===== src/bhp_map.vh =====
`ifndef BHP_MAP_VH
`define BHP_MAP_VH

// ----------------------------------------------------------------------
// register offsets (byte addresses, one aligned word each)
// ----------------------------------------------------------------------
`define BHP_OFF_CTRL      8'h00
`define BHP_OFF_PWRDN     8'h04
`define BHP_OFF_STATUS    8'h08
`define BHP_OFF_EVENT     8'h0C

// ----------------------------------------------------------------------
// control register fields and reset value
// ----------------------------------------------------------------------
`define BHP_CTRL_HS_EN    0
`define BHP_CTRL_UART     1
`define BHP_CTRL_WIN_POL  2
`define BHP_CTRL_HWK_POL  3
`define BHP_CTRL_SLP_OK   4
`define BHP_CTRL_ATTN     5
`define BHP_CTRL_CLK_REQ  6
`define BHP_CTRL_RST      8'h0C

// ----------------------------------------------------------------------
// power-down register: bits 0..3 force tx, rx, pll, pa off; bit 4 auto
// ----------------------------------------------------------------------
`define BHP_PD_TX         0
`define BHP_PD_RX         1
`define BHP_PD_PLL        2
`define BHP_PD_PA         3
`define BHP_PD_AUTO       4
`define BHP_PWRDN_RST     8'h10

// ----------------------------------------------------------------------
// status and event fields
// ----------------------------------------------------------------------
`define BHP_ST_AWAKE      0
`define BHP_ST_WAKE_IN    1
`define BHP_ST_HWAKE      2
`define BHP_ST_CLKREQ     3
`define BHP_ST_PD_LSB     4
`define BHP_EV_PEND       0

// ----------------------------------------------------------------------
// bus response codes and state codes
// ----------------------------------------------------------------------
`define BHP_RESP_OKAY     2'h0
`define BHP_RESP_SLVERR   2'h2
`define BHP_ST_RUN        1'h0
`define BHP_ST_SLEEP      1'h1

`endif


===== src/bhp_power_handshake.v =====
// Added by the designer: the AXI4-Lite slave port and the placing of the registers.
`include "bhp_map.vh"
`default_nettype none
// Functional notes
// - wake asserted: leave sleep, stay awake
// - wake deasserted: sleep only when criteria met
// - raise host wake when host work pending
// - both wake lines have software polarity
// - clock request high when radio or wlan needs clock
// - clock request low during power-up and reset
// - wake handshake only in uart mode when enabled
// - separate tx, rx, pll, pa power-downs
// - power saving by software or packet handling
// - packet handling powers rf sections on demand

module bhp_power_handshake #(
    parameter AW = 8
) (
    input  wire          aclk,
    input  wire          aresetn,
    // axi4-lite slave
    input  wire [AW-1:0] s_axi_awaddr,
    input  wire          s_axi_awvalid,
    output wire          s_axi_awready,
    input  wire [31:0]   s_axi_wdata,
    input  wire [3:0]    s_axi_wstrb,
    input  wire          s_axi_wvalid,
    output wire          s_axi_wready,
    output wire [1:0]    s_axi_bresp,
    output wire          s_axi_bvalid,
    input  wire          s_axi_bready,
    input  wire [AW-1:0] s_axi_araddr,
    input  wire          s_axi_arvalid,
    output wire          s_axi_arready,
    output wire [31:0]   s_axi_rdata,
    output wire [1:0]    s_axi_rresp,
    output wire          s_axi_rvalid,
    input  wire          s_axi_rready,
    // handshake pins
    input  wire          radio_wake_from_host,
    output wire          host_wake_from_radio,
    output wire          clk_req,
    // baseband core side
    input  wire          baseband_idle,
    input  wire          baseband_host_event,
    input  wire          baseband_tx_active,
    input  wire          baseband_rx_active,
    input  wire          wlan_clk_need,
    output wire          pd_tx,
    output wire          pd_rx,
    output wire          pd_pll,
    output wire          pd_pa,
    output wire          radio_asleep
);
    // ------------------------------------------------------------------
    // address decode shared by the read and write paths
    // ------------------------------------------------------------------
    // returns {hit, index}
    function [2:0] bhp_dec;
        input [AW-1:0] a;
        begin
            case (a[7:0])
                `BHP_OFF_CTRL:   bhp_dec = 3'h4;
                `BHP_OFF_PWRDN:  bhp_dec = 3'h5;
                `BHP_OFF_STATUS: bhp_dec = 3'h6;
                `BHP_OFF_EVENT:  bhp_dec = 3'h7;
                default:         bhp_dec = 3'h0;
            endcase
        end
    endfunction

    // ------------------------------------------------------------------
    // storage
    // ------------------------------------------------------------------
    reg [7:0]    ctrl_ff;        // handshake configuration
    reg [7:0]    pwrdn_ff;       // software power-down and auto enable
    reg          evt_ff;         // sticky host-pending event
    reg          aw_full_ff;     // write address held
    reg [AW-1:0] aw_addr_ff;     // held write address
    reg          w_full_ff;      // write data held
    reg [31:0]   w_data_ff;      // held write data
    reg          w_lane0_ff;     // byte lane 0 enabled
    reg          bvalid_ff;      // write response pending
    reg [1:0]    bresp_ff;       // write response code
    reg          rvalid_ff;      // read data pending
    reg [1:0]    rresp_ff;       // read response code
    reg [31:0]   rdata_ff;       // read data
    reg          state_ff;       // run or sleep
    reg          nxt_state;      // next sleep state
    reg          hwake_ff;       // host wake asserted, before pin polarity
    reg          clk_req_ff;     // clock request pin level
    reg [3:0]    pd_ff;          // pa, pll, rx, tx power-downs
    reg [3:0]    nxt_pd;         // next power-down set

    wire         wake_raw;       // device wake after synchroniser
    wire         wake_act;       // device wake, active after polarity
    wire         hs_on;          // handshake lines in use
    wire         sleep_crit;     // own sleep criteria met
    wire         host_need;      // host attention wanted
    wire         do_write;       // address and data both held
    wire [2:0]   wdec;           // decoded write address
    wire [2:0]   rdec;           // decoded read address
    wire         ev_clr;         // write-one-to-clear on event bit
    wire [31:0]  status_word;    // live status image
    reg  [31:0]  rd_mux;         // read data selection

    // ------------------------------------------------------------------
    // wake input crossing
    // ------------------------------------------------------------------
    // polarity is applied after both flops so no gate sees the first
    bhp_sync #(
        .WIDTH (1)
    ) u_wake_sync (
        .aclk     (aclk),
        .aresetn  (aresetn),
        .async_in (radio_wake_from_host),
        .sync_out (wake_raw)
    );
    assign wake_act = ~(wake_raw ^ ctrl_ff[`BHP_CTRL_WIN_POL]);

    // pins only carry the handshake in uart mode and when enabled
    assign hs_on = ctrl_ff[`BHP_CTRL_HS_EN] & ctrl_ff[`BHP_CTRL_UART];

    // criteria: software permits sleep, baseband idle, nothing for host
    assign sleep_crit = ctrl_ff[`BHP_CTRL_SLP_OK] & baseband_idle & ~host_need;
    assign host_need  = evt_ff | ctrl_ff[`BHP_CTRL_ATTN];

    // ------------------------------------------------------------------
    // axi4-lite write channel
    // ------------------------------------------------------------------
    // address and data may come in either order; one write at a time
    assign s_axi_awready = ~aw_full_ff & ~bvalid_ff;
    assign s_axi_wready  = ~w_full_ff & ~bvalid_ff;
    assign s_axi_bvalid  = bvalid_ff;
    assign s_axi_bresp   = bresp_ff;
    assign do_write      = aw_full_ff & w_full_ff & ~bvalid_ff;
    assign wdec          = bhp_dec(aw_addr_ff);
    assign ev_clr        = do_write & w_lane0_ff & (wdec == 3'h7)
                           & w_data_ff[`BHP_EV_PEND];

    // capture, commit and answer
    always @(posedge aclk)
    begin
        if (!aresetn)
        begin
            aw_full_ff <= 1'b0;
            aw_addr_ff <= {AW{1'b0}};
            w_full_ff  <= 1'b0;
            w_data_ff  <= 32'h00000000;
            w_lane0_ff <= 1'b0;
            bvalid_ff  <= 1'b0;
            bresp_ff   <= `BHP_RESP_OKAY;
            ctrl_ff    <= `BHP_CTRL_RST;
            pwrdn_ff   <= `BHP_PWRDN_RST;
        end
        else
        begin
            if (s_axi_awvalid && s_axi_awready)
            begin
                aw_full_ff <= 1'b1;
                aw_addr_ff <= s_axi_awaddr;
            end
            if (s_axi_wvalid && s_axi_wready)
            begin
                w_full_ff  <= 1'b1;
                w_data_ff  <= s_axi_wdata;
                w_lane0_ff <= s_axi_wstrb[0];
            end
            if (do_write)
            begin
                aw_full_ff <= 1'b0;
                w_full_ff  <= 1'b0;
                bvalid_ff  <= 1'b1;
                // unmapped offsets answer slave error and store nothing
                bresp_ff   <= wdec[2] ? `BHP_RESP_OKAY : `BHP_RESP_SLVERR;
                if (w_lane0_ff && wdec == 3'h4)
                    ctrl_ff <= w_data_ff[7:0];
                if (w_lane0_ff && wdec == 3'h5)
                    pwrdn_ff <= {3'h0, w_data_ff[4:0]};
            end
            else if (bvalid_ff && s_axi_bready)
            begin
                bvalid_ff <= 1'b0;
            end
        end
    end

    // ------------------------------------------------------------------
    // axi4-lite read channel
    // ------------------------------------------------------------------
    assign rdec          = bhp_dec(s_axi_araddr);
    assign s_axi_arready = ~rvalid_ff;
    assign s_axi_rvalid  = rvalid_ff;
    assign s_axi_rresp   = rresp_ff;
    assign s_axi_rdata   = rdata_ff;
    assign status_word   = {24'h000000, pd_ff, clk_req_ff,
                            hwake_ff, wake_act, (state_ff == `BHP_ST_RUN)};

    // read data select; reserved bits other than ctrl bit 7, and unmapped words, read zero
    always @*
    begin
        case (rdec)
            3'h4:    rd_mux = {24'h000000, ctrl_ff};
            3'h5:    rd_mux = {24'h000000, pwrdn_ff};
            3'h6:    rd_mux = status_word;
            3'h7:    rd_mux = {31'h00000000, evt_ff};
            default: rd_mux = 32'h00000000;
        endcase
    end

    // a read answers one edge after the address is taken
    always @(posedge aclk)
    begin
        if (!aresetn)
        begin
            rvalid_ff <= 1'b0;
            rresp_ff  <= `BHP_RESP_OKAY;
            rdata_ff  <= 32'h00000000;
        end
        else if (s_axi_arvalid && s_axi_arready)
        begin
            rvalid_ff <= 1'b1;
            rresp_ff  <= rdec[2] ? `BHP_RESP_OKAY : `BHP_RESP_SLVERR;
            rdata_ff  <= rd_mux;
        end
        else if (rvalid_ff && s_axi_rready)
        begin
            rvalid_ff <= 1'b0;
        end
    end

    // ------------------------------------------------------------------
    // host event flag
    // ------------------------------------------------------------------
    // a new event in the clearing cycle wins, so none is lost
    always @(posedge aclk)
    begin
        if (!aresetn)
            evt_ff <= 1'b0;
        else
            evt_ff <= baseband_host_event | (evt_ff & ~ev_clr);
    end

    // ------------------------------------------------------------------
    // sleep state machine
    // ------------------------------------------------------------------
    // the wake line vetoes sleep only while the handshake is in use
    always @*
    begin
        case (state_ff)
            `BHP_ST_RUN:
            begin
                if (sleep_crit && !(hs_on && wake_act))
                    nxt_state = `BHP_ST_SLEEP;
                else
                    nxt_state = `BHP_ST_RUN;
            end
            `BHP_ST_SLEEP:
            begin
                if ((hs_on && wake_act) || !sleep_crit)
                    nxt_state = `BHP_ST_RUN;
                else
                    nxt_state = `BHP_ST_SLEEP;
            end
            default: nxt_state = `BHP_ST_RUN;
        endcase
    end

    // ------------------------------------------------------------------
    // rf power-down controls
    // ------------------------------------------------------------------
    // each section is off when asleep, forced by software, or idle under
    // automatic packet handling; pll is shared by tx and rx, pa by tx
    always @*
    begin
        nxt_pd = pwrdn_ff[3:0];
        if (nxt_state == `BHP_ST_SLEEP)
            nxt_pd = 4'hF;
        else if (pwrdn_ff[`BHP_PD_AUTO])
        begin
            nxt_pd[`BHP_PD_TX]  = nxt_pd[`BHP_PD_TX]  | ~baseband_tx_active;
            nxt_pd[`BHP_PD_RX]  = nxt_pd[`BHP_PD_RX]  | ~baseband_rx_active;
            nxt_pd[`BHP_PD_PLL] = nxt_pd[`BHP_PD_PLL]
                                  | ~(baseband_tx_active | baseband_rx_active);
            nxt_pd[`BHP_PD_PA]  = nxt_pd[`BHP_PD_PA]  | ~baseband_tx_active;
        end
    end

    // ------------------------------------------------------------------
    // state, pins and power-down registers
    // ------------------------------------------------------------------
    // reset holds clock request low and host wake deasserted
    always @(posedge aclk)
    begin
        if (!aresetn)
        begin
            state_ff   <= `BHP_ST_RUN;
            hwake_ff   <= 1'b0;
            clk_req_ff <= 1'b0;
            pd_ff      <= 4'h0;
        end
        else
        begin
            state_ff   <= nxt_state;
            hwake_ff   <= hs_on & host_need;
            clk_req_ff <= (nxt_state == `BHP_ST_RUN)
                          | ctrl_ff[`BHP_CTRL_CLK_REQ]
                          | wlan_clk_need;
            pd_ff      <= nxt_pd;
        end
    end

    // host wake pin polarity follows software; reset level is active-high
    // deasserted until software sets both handshake enable and uart mode
    assign host_wake_from_radio = ~(hwake_ff ^ ctrl_ff[`BHP_CTRL_HWK_POL]);
    assign clk_req      = clk_req_ff;
    assign pd_tx        = pd_ff[`BHP_PD_TX];
    assign pd_rx        = pd_ff[`BHP_PD_RX];
    assign pd_pll       = pd_ff[`BHP_PD_PLL];
    assign pd_pa        = pd_ff[`BHP_PD_PA];
    assign radio_asleep = (state_ff == `BHP_ST_SLEEP);
endmodule // bhp_power_handshake

`default_nettype wire


===== src/bhp_sync.v =====
`default_nettype none

// ----------------------------------------------------------------------
// two-flop synchroniser for asynchronous levels
// ----------------------------------------------------------------------
module bhp_sync #(
    parameter WIDTH = 1
) (
    input  wire             aclk,
    input  wire             aresetn,
    input  wire [WIDTH-1:0] async_in,
    output wire [WIDTH-1:0] sync_out
);
    reg [WIDTH-1:0] meta_ff;   // first stage, read by second stage only
    reg [WIDTH-1:0] sync_ff;   // second stage, safe to use

    // both stages clear on reset to a known idle level
    always @(posedge aclk)
    begin
        if (!aresetn)
        begin
            meta_ff <= {WIDTH{1'b0}};
            sync_ff <= {WIDTH{1'b0}};
        end
        else
        begin
            meta_ff <= async_in;
            sync_ff <= meta_ff;
        end
    end

    assign sync_out = sync_ff;
endmodule // bhp_sync

`default_nettype wire


===== config.mk =====
export PLATFORM = sky130hd
export DESIGN_NAME = bhp_power_handshake
export DESIGN_NICKNAME = d
export VERILOG_FILES = /design/src/bhp_power_handshake.v /design/src/bhp_sync.v
export VERILOG_INCLUDE_DIRS = /design/src
export SDC_FILE = /design/constraint.sdc
export NUM_CORES = 1
export LEC_CHECK = 0
export ABC_AREA = 1
export BUFFER_PORTS_ARGS = -buffer_cell sky130_fd_sc_hd__buf_2
export CAP_MARGIN = 20
export CORE_MARGIN = 10
export CORE_UTILIZATION = 45
export CTS_CLUSTER_SIZE = 24
export DETAILED_ROUTE_END_ITERATION = 8
export MAX_ROUTING_LAYER = met4
export PLACE_DENSITY = 0.87
export SYNTH_ARGS = -nofsm -noshare
export SYNTH_HDL_FRONTEND = slang
export SYNTH_SLANG_ARGS = --single-unit

===== constraint.sdc =====
create_clock -name aclk -period 2.3 [get_ports aclk]
set_clock_uncertainty 0.05 [all_clocks]
set_input_delay 0.345 -clock aclk [delete_from_list [all_inputs] [get_ports aclk]]
set_output_delay 0.345 -clock aclk [all_outputs]
set_load 0.1 [all_outputs]

* After elaboration in Yosys (flattened, before gate mapping) *
Index checks and enable logic that the tools add are counted.
W data, S select, Z words.

word-level totals
  flip-flop bits (word level) = 80
  bits in latches = 0
  bits in writable memories = 0
  bits in read-only memories = 0
  output and inout port bits = 48
  word-level logic and storage cells = 102
  memories kept = 0

cells by class
  $add $sub $neg = 0
  multipliers = 0
  divide/modulo/power cells = 0
  magnitude comparators = 0
  eq/ne operators = 13
  shift operators = 0
  muxes and demuxes = 14
  bitwise operators = 37
  reduce and logical (&&, ||, !) cells = 19

operators by type and width
  cell                  count
  $eq A8 B4 Y1 const B  4
  $pmux W8 S4           1
  $pmux W3 S4           2
  $eq A3 B3 Y1 const B  7
  $eq A8 B3 Y1 const B  2
  $logic_not A8 Y1      2
  $not A1 Y1            14
  $and A1 B1 Y1         12
  $logic_and A1 B1 Y1   9
  $or A1 B1 Y1          9
  $mux W4               2
  $mux W1               6
  $mux W2               2
  $reduce_and A2 Y1     2
  $reduce_bool A2 Y1    2
  $logic_not A1 Y1      2
  $pmux W1 S2           1
  $reduce_or A2 Y1      1
  $xor A1 B1 Y1         2
  $logic_or A1 B1 Y1    1

* Depth between registers and ports, before layout *
  depth in word-level cells = 10
  mapped depth = 8
  mapped depth without buffers = 8

* Cells and area by module *
Synthesis repeated with hierarchy kept, for this count alone.

second synthesis, totals
  cells, all modules = 319
  area total of the unflattened synthesis = 2,371.0 µm²

by module, submodules not included
  module               instances  cells an instance  area each (µm²)  sequential area each (µm²)
  bhp_power_handshake  1          313                2,316.0          1,041.0
  bhp_sync             1          6                  55.1             40.0

* Worst setup path after synthesis *
Ideal clock, no wire load.

  path kind = register to register
  start = register bvalid_ff, in the netlist s_axi_bvalid
  end = register w_data_ff[7]
  arrival time = 2.976 ns
  data required time = 2.134 ns
  setup slack = -0.842 ns
  cell stages (with the launch flop) = 6
  buffers on the path = 1
  cells stage by stage = dfxtp_1 nor2_1 nand2_1 buf_2 o21ai_0 nor2_1

on the way
  cells in the longest elaborated chain, start to end = 3

RTL lines
  what                      RTL line                   RTL
  start: declaration        bhp_power_handshake.v:83   reg bvalid_ff;
  start signal: assignment  bhp_power_handshake.v:151  bvalid_ff <= 1'b0;
  start signal: assignment  bhp_power_handshake.v:173  bvalid_ff <= 1'b1;
  start signal: assignment  bhp_power_handshake.v:183  bvalid_ff <= 1'b0;
  $not A1 Y1                bhp_power_handshake.v:133  assign s_axi_wready = ~w_full_ff & ~bvalid_ff;
  $and A1 B1 Y1             bhp_power_handshake.v:133
  net s_axi_wready          bhp_power_handshake.v:28   output wire s_axi_wready,
  $logic_and A1 B1 Y1       bhp_power_handshake.v:163  if (s_axi_wvalid && s_axi_wready)
  end signal: assignment    bhp_power_handshake.v:166  w_data_ff <= s_axi_wdata;
  end: declaration          bhp_power_handshake.v:81   reg [31:0] w_data_ff;

The timed path passes the listed nets, and every way through them passes these cells.
A chain may end at the register's enable or synchronous reset.

* Final worst setup path *
  start = register bvalid_ff, in the netlist s_axi_bvalid
  end = output port s_axi_bvalid

RTL lines
  what              RTL line                  RTL
  end: declaration  bhp_power_handshake.v:30  output wire s_axi_bvalid,

No word-level cell between the ends.

==> results.toml <==
[critical_path]
path_max_fanout = 5
critical_path_arrival_ns = 1.35
slowest_delay_ns = 0.54
crit_required_ns = 1.90
r2r_slack_ns = 0.88
critical_path.cell_chain = "buf_2"
crit_family = "flip-flops"
cp.buffers_inverters = 1
cp_slowest_cell = "dfxtp_1"
start_kind = "flop"
crit_type = "flop to output pin"
end_kind = "output pin"

[power_and_ir_drop]
peakVddDrop_mv = 0.409
p_sw_w = 0.000764
p_int_w = 0.00138
swShare_pct = 35.6
clockPowerShare_pct = 29.3
powerDensity_nw_per_um2 = 752
power_leakage_nw = 1.39
finalPower_w = 0.00215
combinationalPowerShare_pct = 23.6
pwr-share-seq_pct = 47.1

[grt]
grt_pass1_vias = 2087
grt_usage_pct = 13.5
grt_pass1_wl_mm = 9.52
antenna_found_initial = 0
grt_max_degree = 40
grt_overflow = 0

[floorplanning]
rows = 26
dieWidth_um = 94.2
dieArea_um2 = 8870
core_area_um2 = 5200
io_pins = 113
die_h_um = 94.2
start_util_pct = 47.5

[timing]
setup_viol_count_final = 0
worstMarginPinSlew_ns = 0.506
maxSlewHeadroom_pct = 66.2
max_freq_mhz = 572
hold_violations = 0
fin_ws_ns = 0.553
post-route-period-util_pct = 76.0
slew_viol_final = 0
finalSetupTns_ns = 0
finalCriticalPeriod_ns = 1.75
grt_setup_unrepaired = "false"

[clock_tree]
htree_levels = 2
numCtsBuffers = 5
postCtsSetupRepairBufs = 0
post_cts_resized = 0
ctsHoldBuffers = 0
cts_buffer_depth = 2
cts_sinks = 54
root_buffer = "clkbuf_8"
cts_tree = "yes"
path_clk_slew_ns = 0.09
clk_latency_ns = 0.32

[logic_synthesis]
postSynthRegisterBits = 54
synth_cell_type_count = 28
seq_area_frac_synth_pct = 43.7
synth_flop_cell = "dfxtp_1"
netlist_area_um2 = 2470
async_flop_share_pct = 0
syn_inst = 338
ys_warn_count = 0
synth.avg_cell_area_um2 = 7.32
synth_edf_count = 0

[run]
maxCapViolCount = 0

[layout]
syn2layout_area_growth_pct = 15.3
drive_gt1_share_pct = 24.7
nets = 460
diodes = 0
post-route-util_pct = 54.8

[route]
top_layer_used = "met4"
via_per_inst = 4.60
wire_per_inst_um = 12.8
drc = 0
route.antenna.remaining_nets = 0
via_count = 2144
met1Wirelength_mm = 2.53
dr_wl_met3_um = 563
routed-wl-met2_mm = 2.81
first_pass_iters = 4
detail_route.wirelength_mm = 5.97
drt-initial-drc-count = 121

[place]
dp_slack_ns = 0.822
gp_congestion = 0.882
dpl.hpwl_mm = 4.68
port_buffers = 59

[status]
status = "finished, final reports clean"

[min_path]
holdCritPathClass = "primary input to flop"
## flip-flops by register name, summed over array words and instances (netlist names), 4 cells and up
signal,count
aw_addr_ff,8
ctrl_ff,8
pd_ff,4
pwrdn_ff,5
s_axi_rdata,8
w_data_ff,8
## worst paths after layout
kind | end | cells past startpoint | from
worst min register to register | u_wake_sync.sync_out | 2 | u_wake_sync.meta_ff
worst max-delay path | s_axi_bvalid | 1 | s_axi_bvalid
worst max register to register | w_lane0_ff | 5 | s_axi_bvalid
worst min-delay path | u_wake_sync.meta_ff | 3 | radio_wake_from_host
## kinds of logic after synthesis
logic type | count (synthesis) | synth area share (%)
AOI/OAI and AO/OA | 52 | 10.8
xor gates and xnor gates | 1 | 0.354
buffers and inverters | 69 | 14.9
DFF | 54 | 43.7
other | 1 | 0.152
and+or+nand+nor | 161 | 30.1
## power by group through the flow
stage	sequential [W]	clock [W]	combinational, W
finish	0.00101	0.000628	0.000507
global route	0.00102	0.000678	0.000541
CTS	0.00101	0.000636	0.000508
detailed placement	0.00103	0	0.000507
global placement	0.00103	0	0.000501
floorplan	0.00109	0	0.000403
## placed cells by master (no fill, tap or decap), types with 2 or more instances in the layout
master,instances
inv_2,3
nor2_2,14
buf_2,59
clkbuf_8,5
a31oi_1,2
inv_1,28
nand2_4,2
nor2_4,3
clkinv_2,3
nand3_1,34
nand2_1,63
conb_1,26
o21ai_0,21
nor2_1,39
dfxtp_1,53
a21oi_1,27
## per-layer routing
metal	GRT usage [%]	up-vias
li1	-	1130
met2	22.4	76
met5	-	-
met4	4.18	0
met1	14.1	932
met3	5.76	6
## per-stage QoR
step / hold slack, ns / instance area (um^2) / cells
detailed placement: 0.360 / 2740 / 458
finish: 0.166 / 2850 / 466
floorplan: 0.340 / 2590 / 363
global route: 0.155 / 2850 / 466
global placement: 0.345 / 2740 / 458
CTS: 0.162 / 2850 / 466
## final cells by class
cell class,count,area [um^2]
fillers,551,2350
multi-input cells,240,1130
flip-flops and latches,54,1080
repair buffers,60,303
inverters,34,138
well taps,70,87.6
clock buffers,5,68.8
clock inverters,3,40.0
## synthesized netlist by cell type (2+ instances only)
cell	count	area share (%)
a21oi_1	27	5.5
a31oi_1	2	0.51
buf_2	5	1.0
buf_4	26	7.9
clkbuf_1	3	0.45
dfxtp_1	54	44
inv_1	29	4.4
inv_2	3	0.45
nand2_1	63	9.6
nand2_4	2	0.91
nand3_1	34	6.9
nor2_1	41	6.2
nor2_2	14	3.5
o21ai_0	21	4.2
Power figures use the tool's default switching activity.
